`config.mk`:
```
export PLATFORM = sky130hd
export DESIGN_NAME = aisc_top
export DESIGN_NICKNAME = d
export VERILOG_FILES = /design/src/pkg/aisc_pkg.sv /design/src/core/aisc_filter.sv /design/src/core/aisc_top.sv
export SDC_FILE = /design/constraint.sdc
export NUM_CORES = 1
export LEC_CHECK = 0
export ABC_AREA = 0
export BUFFER_PORTS_ARGS = -buffer_cell sky130_fd_sc_hd__buf_2
export CORE_AREA = 3 3 210 171
export DETAILED_ROUTE_END_ITERATION = 6
export DIE_AREA = 0 0 213 174
export PLACE_DENSITY = 0.83
export SYNTH_ARGS = -nofsm -noshare
export SYNTH_HDL_FRONTEND = slang
export SYNTH_SLANG_ARGS = --single-unit
```
`constraint.sdc`:
```
create_clock -name clock -period 8 [get_ports clock]
set_clock_uncertainty 0.15 [all_clocks]
set_input_delay 0.8 -clock clock [delete_from_list [all_inputs] [get_ports clock]]
set_output_delay 0.8 -clock clock [all_outputs]
set_load 0.02 [all_outputs]
```
`src/pkg/aisc_pkg.sv`:
```
package aisc_pkg;
    localparam int AISC_NCH = 4;
    localparam int AISC_DW = 16;
    localparam int AISC_CLK_HZ = 50000000;
    // Times in microseconds
    localparam int AISC_NORMAL_PERIOD_US = 6500;
    localparam int AISC_FAST_SLOT_US = 1300;
    localparam int AISC_NORMAL_PERIOD_CYC = AISC_NORMAL_PERIOD_US * (AISC_CLK_HZ / 1000000);
    localparam int AISC_FAST_SLOT_CYC = AISC_FAST_SLOT_US * (AISC_CLK_HZ / 1000000);
    // Register byte offsets
    localparam logic [11:0] AISC_REG_CTRL = 12'h000;
    localparam logic [11:0] AISC_REG_STATUS = 12'h004;
    localparam logic [11:0] AISC_REG_IRQ_STAT = 12'h008;
    localparam logic [11:0] AISC_REG_IRQ_MASK = 12'h00C;
    localparam logic [11:0] AISC_REG_CHCFG = 12'h010;
    localparam logic [11:0] AISC_REG_LO_BASE = 12'h020;
    localparam logic [11:0] AISC_REG_HI_BASE = 12'h030;
    localparam logic [11:0] AISC_REG_RES_BASE = 12'h040;
    // CTRL fields
    localparam int AISC_CTRL_FAST_BIT = 0;
    localparam int AISC_CTRL_INUSE_LSB = 4;
    localparam int AISC_CTRL_FILT_LSB = 8;
    localparam logic [31:0] AISC_CTRL_RST = 32'h0000_00F0;
    localparam logic [31:0] AISC_CHCFG_RST = 32'h0000_0000;
    localparam logic [2:0] AISC_FILT_MAX = 3'h6;
    // CHCFG: three bits per channel; RESULT word: result low 16, flags above
    localparam int AISC_CHCFG_W = 3;
    localparam int AISC_RES_UNDER_BIT = 16;
    localparam int AISC_RES_OVER_BIT = 17;
    localparam int AISC_RES_BROKEN_BIT = 18;
    // Default thresholds for the 0 to 10 V range
    localparam logic [15:0] AISC_LO_RST = 16'hFC17;
    localparam logic [15:0] AISC_HI_RST = 16'h2AF9;

    typedef enum logic [2:0] {
        AISC_RANGE_BIP10 = 3'b000,
        AISC_RANGE_UNI10 = 3'b001,
        AISC_RANGE_UNI5 = 3'b010,
        AISC_RANGE_LIVE0 = 3'b011,
        AISC_RANGE_BIP5 = 3'b100
    } aisc_range_t;
endpackage

```
`src/core/aisc_filter.sv`:
```
`timescale 1ns/1ns
`default_nettype none
module aisc_filter
    import aisc_pkg::*;
#(
    parameter int DW = AISC_DW
) (
    input wire logic clock,
    input wire logic rst,
    input wire logic load,
    input wire logic [2:0] coef,
    input wire logic signed [DW-1:0] raw,
    output logic signed [DW-1:0] filtered
);
    initial begin
        if (DW < 8 || DW > 24) begin
            $error("aisc_filter: DW out of range");
        end
    end

    // Extra fraction bits keep small steps from vanishing at high coefficients
    logic signed [DW+7:0] acc_ff;
    logic signed [DW+7:0] raw_ext;
    logic signed [DW+7:0] nxt_acc;
    logic [2:0] k_ff;

    assign raw_ext = {raw, 8'h00};

    // Out of range coefficient keeps the last valid one
    always_ff @(posedge clock) begin
        if (rst) begin
            k_ff <= 3'h0;
        end else if (coef <= AISC_FILT_MAX) begin
            k_ff <= coef;
        end
    end

    always_comb begin
        if (k_ff == 3'h0) begin
            nxt_acc = raw_ext;
        end else begin
            nxt_acc = acc_ff + ((raw_ext - acc_ff) >>> (k_ff + 3'h1));
        end
    end

    always_ff @(posedge clock) begin
        if (rst) begin
            acc_ff <= '0;
        end else if (load) begin
            acc_ff <= nxt_acc;
        end
    end

    assign filtered = acc_ff[DW+7:8];
endmodule
`default_nettype wire

```
`src/core/aisc_top.sv`:
```
`timescale 1ns/1ns
`default_nettype none
// What this block does
// - Four common-point channels, each converted and reported on its own.
// - Each channel selects one of five voltage or current ranges.
// - Normal cycle converts all channels every fixed 6.5 ms.
// - Fast cycle converts only channels flagged in use.
// - Fast cycle period is 1.3 ms plus 1.3 ms per channel in use.
// - Configured mode bit governs the timing of all measurements.
// - Live-zero range with nothing connected reports a broken-wire error.
// - Scan runs free, unsynchronised to the controller program cycle.
// - Measurements below lower threshold flag underflow, above upper flag overflow.
// - First-order filter, coefficient 0 to 6, zero means none, changeable live.
module aisc_top
    import aisc_pkg::*;
#(
    parameter int NCH = AISC_NCH,
    parameter int NORMAL_CYC = AISC_NORMAL_PERIOD_CYC,
    parameter int SLOT_CYC = AISC_FAST_SLOT_CYC
) (
    input wire logic clock,
    input wire logic rst,
    input wire logic psel,
    input wire logic penable,
    input wire logic pwrite,
    input wire logic [11:0] paddr,
    input wire logic [31:0] pwdata,
    output logic [31:0] prdata,
    output logic pready,
    output logic pslverr,
    output logic conv_start,
    output logic [1:0] conv_chan,
    input wire logic conv_done,
    input wire logic signed [15:0] conv_data,
    input wire logic [3:0] wire_open,
    output logic irq
);
    initial begin
        if (NCH != 4 || SLOT_CYC < 2 || NORMAL_CYC < SLOT_CYC * NCH) begin
            $error("aisc_top: unsupported parameters");
        end
    end

    function automatic logic [2:0] popcount4(input logic [3:0] v);
        popcount4 = {2'b00, v[0]} + {2'b00, v[1]} + {2'b00, v[2]} + {2'b00, v[3]};
    endfunction

    function automatic logic signed [15:0] word16(input logic [31:0] w);
        word16 = w[15:0];
    endfunction

    typedef enum logic [1:0] {
        AISC_ST_IDLE = 2'b00,
        AISC_ST_CONV = 2'b01,
        AISC_ST_WAIT = 2'b10
    } aisc_state_t;

    logic [31:0] ctrl_ff;
    logic [31:0] chcfg_ff;
    logic [3:0] irq_stat_ff;
    logic [3:0] irq_mask_ff;
    logic [15:0] lo_ff [0:3];
    logic [15:0] hi_ff [0:3];
    logic [15:0] res_ff [0:3];
    logic [2:0] flags_ff [0:3];
    aisc_state_t state_ff;
    logic [31:0] period_cnt_ff;
    logic [1:0] chan_ff;
    logic [3:0] pending_ff;
    logic [3:0] scan_in_use_ff;
    logic scan_done_ff;
    logic [31:0] prdata_ff;
    logic pready_ff;
    logic pslverr_ff;
    logic conv_start_ff;
    logic irq_ff;
    logic filt_load;
    logic signed [15:0] filt_out;
    logic filt_load_d_ff;
    logic [1:0] filt_chan_ff;

    logic fast_mode;
    logic [3:0] in_use;
    logic [31:0] period_len;
    logic period_end;
    logic wr_en;
    logic rd_en;
    logic apb_access;
    logic addr_ok;
    logic [3:0] irq_set;
    logic [3:0] scan_set;
    logic [1:0] reg_idx;

    assign fast_mode = ctrl_ff[AISC_CTRL_FAST_BIT];
    assign in_use = ctrl_ff[AISC_CTRL_INUSE_LSB +: 4];
    assign reg_idx = paddr[3:2];

    // Period length follows the mode and the in-use count
    always_comb begin
        if (fast_mode) begin
            period_len = SLOT_CYC + SLOT_CYC * {29'h0, popcount4(in_use)};
        end else begin
            period_len = NORMAL_CYC;
        end
    end

    assign period_end = (period_cnt_ff >= period_len - 32'h1);

    // Free-running period counter; no input from the controller task cycle
    always_ff @(posedge clock) begin
        if (rst) begin
            period_cnt_ff <= 32'h0;
        end else if (period_end) begin
            period_cnt_ff <= 32'h0;
        end else begin
            period_cnt_ff <= period_cnt_ff + 32'h1;
        end
    end

    // Channel sequencer
    always_ff @(posedge clock) begin
        if (rst) begin
            state_ff <= AISC_ST_IDLE;
            chan_ff <= 2'h0;
            pending_ff <= 4'h0;
            scan_in_use_ff <= 4'h0;
            conv_start_ff <= 1'b0;
        end else begin
            conv_start_ff <= 1'b0;
            case (state_ff)
                AISC_ST_IDLE: begin
                    if (period_end) begin
                        // Normal mode converts every channel, fast only the flagged ones
                        pending_ff <= fast_mode ? in_use : 4'hF;
                        scan_in_use_ff <= in_use;
                        state_ff <= AISC_ST_WAIT;
                    end
                end
                AISC_ST_WAIT: begin
                    if (pending_ff == 4'h0) begin
                        state_ff <= AISC_ST_IDLE;
                    end else begin
                        for (int i = NCH - 1; i >= 0; i--) begin
                            if (pending_ff[i]) begin
                                chan_ff <= 2'(i);
                            end
                        end
                        conv_start_ff <= 1'b1;
                        state_ff <= AISC_ST_CONV;
                    end
                end
                AISC_ST_CONV: begin
                    if (conv_done) begin
                        pending_ff[chan_ff] <= 1'b0;
                        state_ff <= AISC_ST_WAIT;
                    end
                end
                default: begin
                    state_ff <= AISC_ST_IDLE;
                end
            endcase
        end
    end

    assign filt_load = (state_ff == AISC_ST_CONV) && conv_done;

    aisc_filter #(
        .DW(16)
    ) u_filter (
        .clock(clock),
        .rst(rst),
        .load(filt_load),
        .coef(ctrl_ff[AISC_CTRL_FILT_LSB +: 3]),
        .raw(conv_data),
        .filtered(filt_out)
    );

    // One shared filter state: it is reset per channel by using zero coefficient only
    always_ff @(posedge clock) begin
        if (rst) begin
            filt_load_d_ff <= 1'b0;
            filt_chan_ff <= 2'h0;
        end else begin
            filt_load_d_ff <= filt_load;
            filt_chan_ff <= chan_ff;
        end
    end

    // Result holding registers and range flags, written only on a finished conversion
    always_ff @(posedge clock) begin
        if (rst) begin
            for (int i = 0; i < 4; i++) begin
                res_ff[i] <= 16'h0000;
                flags_ff[i] <= 3'h0;
            end
        end else if (filt_load_d_ff) begin
            res_ff[filt_chan_ff] <= filt_out;
            flags_ff[filt_chan_ff][0] <= filt_out < $signed(lo_ff[filt_chan_ff]);
            flags_ff[filt_chan_ff][1] <= filt_out > $signed(hi_ff[filt_chan_ff]);
            flags_ff[filt_chan_ff][2] <= wire_open[filt_chan_ff]
                && (chcfg_ff[filt_chan_ff*AISC_CHCFG_W +: AISC_CHCFG_W] == AISC_RANGE_LIVE0);
        end
    end

    always_ff @(posedge clock) begin
        if (rst) begin
            scan_done_ff <= 1'b0;
        end else begin
            scan_done_ff <= (state_ff == AISC_ST_WAIT) && (pending_ff == 4'h0);
        end
    end

    // Events: bit0 scan done, bit1 underflow, bit2 overflow, bit3 broken wire
    always_comb begin
        scan_set = 4'h0;
        for (int i = 0; i < 4; i++) begin
            scan_set[1] = scan_set[1] | flags_ff[i][0];
            scan_set[2] = scan_set[2] | flags_ff[i][1];
            scan_set[3] = scan_set[3] | flags_ff[i][2];
        end
        irq_set = {scan_set[3:1] & {3{scan_done_ff}}, scan_done_ff};
    end

    // APB slave, one wait state
    assign apb_access = psel && penable && !pready_ff;
    assign wr_en = apb_access && pwrite;
    assign rd_en = apb_access && !pwrite;

    always_comb begin
        addr_ok = 1'b1;
        if (paddr[1:0] != 2'b00) begin
            addr_ok = 1'b0;
        end else if (paddr[11:4] > AISC_REG_RES_BASE[11:4]) begin
            addr_ok = 1'b0;
        end else if (paddr[11:4] == AISC_REG_CHCFG[11:4] && paddr[3:2] != 2'b00) begin
            addr_ok = 1'b0;
        end
    end

    always_ff @(posedge clock) begin
        if (rst) begin
            ctrl_ff <= AISC_CTRL_RST;
            chcfg_ff <= AISC_CHCFG_RST;
            irq_mask_ff <= 4'h0;
            for (int i = 0; i < 4; i++) begin
                lo_ff[i] <= AISC_LO_RST;
                hi_ff[i] <= AISC_HI_RST;
            end
        end else if (wr_en && addr_ok) begin
            if (paddr == AISC_REG_CTRL) begin
                ctrl_ff <= pwdata & 32'h0000_07F1;
            end else if (paddr == AISC_REG_CHCFG) begin
                chcfg_ff <= pwdata & 32'h0000_0FFF;
            end else if (paddr == AISC_REG_IRQ_MASK) begin
                irq_mask_ff <= pwdata[3:0];
            end else if (paddr[11:4] == AISC_REG_LO_BASE[11:4]) begin
                lo_ff[reg_idx] <= word16(pwdata);
            end else if (paddr[11:4] == AISC_REG_HI_BASE[11:4]) begin
                hi_ff[reg_idx] <= word16(pwdata);
            end
        end
    end

    // Read clears the status, but a same-cycle event still sets its bit
    always_ff @(posedge clock) begin
        if (rst) begin
            irq_stat_ff <= 4'h0;
        end else if (rd_en && paddr == AISC_REG_IRQ_STAT) begin
            irq_stat_ff <= irq_set;
        end else begin
            irq_stat_ff <= irq_stat_ff | irq_set;
        end
    end

    always_ff @(posedge clock) begin
        if (rst) begin
            irq_ff <= 1'b0;
        end else begin
            irq_ff <= |(irq_stat_ff & irq_mask_ff);
        end
    end

    always_ff @(posedge clock) begin
        if (rst) begin
            prdata_ff <= 32'h0;
            pready_ff <= 1'b0;
            pslverr_ff <= 1'b0;
        end else begin
            pready_ff <= psel && penable && !pready_ff;
            pslverr_ff <= apb_access && !addr_ok;
            prdata_ff <= 32'h0;
            if (rd_en && addr_ok) begin
                if (paddr == AISC_REG_CTRL) begin
                    prdata_ff <= ctrl_ff;
                end else if (paddr == AISC_REG_STATUS) begin
                    prdata_ff <= {24'h0, scan_in_use_ff, 2'b00, state_ff};
                end else if (paddr == AISC_REG_IRQ_STAT) begin
                    prdata_ff <= {28'h0, irq_stat_ff};
                end else if (paddr == AISC_REG_IRQ_MASK) begin
                    prdata_ff <= {28'h0, irq_mask_ff};
                end else if (paddr == AISC_REG_CHCFG) begin
                    prdata_ff <= chcfg_ff;
                end else if (paddr[11:4] == AISC_REG_LO_BASE[11:4]) begin
                    prdata_ff <= {16'h0, lo_ff[reg_idx]};
                end else if (paddr[11:4] == AISC_REG_HI_BASE[11:4]) begin
                    prdata_ff <= {16'h0, hi_ff[reg_idx]};
                end else begin
                    // Whole word from one holding register, so a read never mixes scans
                    prdata_ff <= {13'h0, flags_ff[reg_idx], res_ff[reg_idx]};
                end
            end
        end
    end

    assign prdata = prdata_ff;
    assign pready = pready_ff;
    assign pslverr = pslverr_ff;
    assign conv_start = conv_start_ff;
    assign conv_chan = chan_ff;
    assign irq = irq_ff;
endmodule
`default_nettype wire

```
==> key figures <==
CTS
  • Root Buffer: clkbuf_16
  • Clock buffer depth: 3
  • Hold buffers post-CTS: 0
  • Cts bufs inserted: 34
  • Post-CTS Setup Bufs: 0
  • Clock Latency Late Sink: 530 ps
  • Cts repair resizes: 0
  • CTS tree: yes
  • Clock H-tree levels: 2
  • CTS Sinks: 330
  • Clock-pin slew on the worst setup and hold paths: 60 ps

Die
  • Total die area: 37060 sq um
  • Chip Width: 213 um
  • Boundary pin count: 108
  • Placeable core area: 33710 sq um
  • Die H: 174 um
  • Rows: 60
  • Initial Util: 0.5997

Critical path
  • Crit-path max FO: 31
  • Crit-path cells: fa_1 -> ha_1 -> ha_1 -> ha_1 -> ha_1 -> inv_1 -> fa_1 -> fa_1 -> nand4_1 -> a21oi_1 -> xor2_1 -> nand2_1 -> ha_1 -> and3_1 -> a221o_1 -> a21o_1 -> a21o_1 -> a31oi_1 -> nand4b_1 -> nand2b_1 -> a21oi_1
  • CP peak stage delay: 790 ps
  • Critical path type: reg -> reg
  • Data required time of the worst path: 8280 ps
  • Critical path capture point type: flip-flop
  • Worst Setup SP: ctrl_ff[5]$_SDFFE_PP1P_
  • Crit path max-delay family: adder cells
  • WP data arrival: 7130 ps
  • CP Buf/Inv Count: 1
  • Slowest stage cell on the critical path: nand2b_1
  • CP dominant cell by count: ha_1
  • RR Startpoint: ctrl_ff[5]$_SDFFE_PP1P_
  • Worst setup SP type: flip-flop

Power
  • Max rail drop VDD: 0.1253 mV
  • Leak Pwr: 8.484 nW
  • PwrDens: 170.8 nW/um^2
  • Pwr Total: 3.761 mW

Placement
  • Inst Count DP: 2397
  • IO buf count: 78
  • Final GP Congestion: 0.9497
  • DP HPWL: 37.15 mm
  • Worst slack, placed: 1171 ps

Drt
  • DRT iter0 DRCs: 1899
  • DRC Markers: 1
  • DRT Pass-1 Iters: 7
  • Vias: 15770
  • Routed WL: 53.09 mm
  • Post-DRT Antenna Nets: 0
  • DR vias/cell: 6.412
  • Avg WL per Cell: 21.58 um

STA
  • Period utilization: 0.8557
  • TNS Setup: 0 ps
  • Finish-stage setup viols: 0
  • Fmax: 146.1 MHz
  • Final Hold Fails: 0
  • Final Worst Setup Slack: 1154 ps
  • RSZ-0062 raised after global routing: false
  • Final worst path period need: 6846 ps
  • Slew Viols, Final: 0
  • Worst-margin pin slew: 1376 ps
  • Slew HR: 0.07060

Synth
  • Number of synthesized flops with an enable pin: 204
  • Syn Inst Count: 1958
  • Register area share after synthesis: 0.4278
  • Top FF cell, synth: edfxtp_1
  • Distinct cells, synth: 82
  • Syn_area_per_cell: 10.32 sq um
  • Asr flop ratio synth: 0
  • Yosys synthesis warning count: 0
  • Register bit total from synthesis: 330
  • Mapped Area: 20210 sq um

Final layout
  • Nets: 2186
  • Synth-to-layout area growth: 8.913%
  • Cell Count, Final, Fillers Out: 2460
  • Layout cells sized above 1: 0.1412

Hold path
  • Hold_sp: irq_stat_ff[2]$_SDFF_PP0_
  • HP Class: reg -> reg

Global route
  • Largest net degree at the start of global routing: 66
  • Total track usage: 0.2827
  • Initial antenna violation count: 1
  • First-pass GRT wire length: 82.59 mm
  • Vias in the first global route: 15150
  • Total gr overflow: 0

Job
  • Max-Cap Viols: 0

Run status
  • Failing checks: design-rule violations
  • Outcome: finished with violations
power by group:
group,switching (mW),internal (mW),total [mW]
sequential,0.0139,1.83,1.84
clock,0.684,0.915,1.60
combinational,0.201,0.118,0.318
per-layer routing:
metal,wire length [um],part of all wire,track usage
met1,21480,0.40,0.4058
met2,23890,0.45,0.4296
met3,6002,0.11,0.06189
met4,1708,0.032,0.09144
met5,0,0,0
cells in the mapped netlist (14+ instances only):
cell	number	area, sq um
edfxtp_1	204	6126
clkbuf_1	76	285.3
or3_1	37	231.5
ha_1	113	1414
and3_1	40	250.2
inv_1	87	326.6
and2_1	38	237.7
o21ai_0	69	345.3
a21oi_1	103	515.5
nand4_1	16	100.1
xor2_1	39	341.6
nand3_1	45	225.2
a31oi_1	16	100.1
xnor2_1	45	394.1
a21o_1	33	247.7
dfxtp_1	126	2522
a211oi_1	34	255.2
nor2b_1	20	125.1
nor3_1	27	135.1
nand2_1	130	488.0
mux2i_1	58	580.6
nand2b_1	53	331.6
buf_4	15	112.6
nor2_1	241	904.6
mux4_2	84	1892
buf_2	14	70.07
worst paths after layout:
check,end,slack [ps],depth (start not counted)
max,period_cnt_ff[29]$_SDFF_PP0_,1150,21
min,irq_stat_ff[2]$_SDFF_PP0_,340,2
max reg2reg,period_cnt_ff[29]$_SDFF_PP0_,1150,21
min reg2reg,irq_stat_ff[2]$_SDFF_PP0_,340,2
worst min-delay path, stage by stage (launching register included):
cell and delay (ps):
dfxtp_1 330, nand2_1 60, a21oi_1 60
cell type report:
class	count	area, sq um
Sequential cell	330	8650
Clock inverter	14	102.6
Antenna cell	1	2.502
Fill cell	2517	11690
Multi-Input combinational cell	1444	10810
Tap cell	434	543.0
Timing Repair Buffer	102	573.1
Inverter	87	326.6
Clock buffer	48	1007
registers in the layout, indices dropped and copies added (netlist names), 8 cells and up:
| name | cells |
|---|---|
| lo_ff | 64 |
| ctrl_ff | 8 |
| res_ff | 64 |
| flags_ff | 12 |
| chcfg_ff | 12 |
| u_filter.acc_ff | 24 |
| prdata | 19 |
| hi_ff | 64 |
| period_cnt_ff | 32 |
cells by family after synthesis:
family | after synthesis | synth area share
AND/OR/NAND/NOR | 699 | 0.1713
AO/OA/AOI/OAI | 368 | 0.1198
flip-flops | 330 | 0.4278
buffers and inverters | 207 | 0.04252
multiplexers | 149 | 0.1262
adder cells (fa/ha/maj) | 117 | 0.07390
XOR/XNOR | 86 | 0.03800
other | 2 | 0.0003715
metrics by stage:
stage | area (sq um) | hold slack [ps] | utilization
finish | 22020 | 336.5 | 0.6532
global route | 22020 | 347.0 | 0.6532
CTS | 22010 | 331.5 | 0.6531
detailed placement | 20900 | 319.0 | 0.6202
global placement | 20900 | 310.7 | 0.6202
floorplan | 20300 | 292.2 | -
placed cells by master (no fill, tap or decap), types with 16 or more instances in the layout:
cell type	synthesis	routed
nor2_1	241	241
nand3_1	45	45
buf_4	15	25
dfxtp_1	126	125
mux2i_1	58	58
or3_1	37	37
o21ai_0	69	66
ha_1	113	113
a21o_1	33	33
nand4_1	16	16
inv_1	87	87
nand2b_1	53	53
xor2_1	39	38
nor2b_1	20	20
buf_2	14	77
mux4_2	84	84
nor3_1	27	27
edfxtp_1	204	204
and3_1	40	40
clkbuf_16	0	37
conb_1	2	25
a31oi_1	16	16
a21oi_1	103	103
nand2_1	130	130
a211oi_1	34	34
and2_1	38	38
xnor2_1	45	45
(Power assumes the default switching activity.)
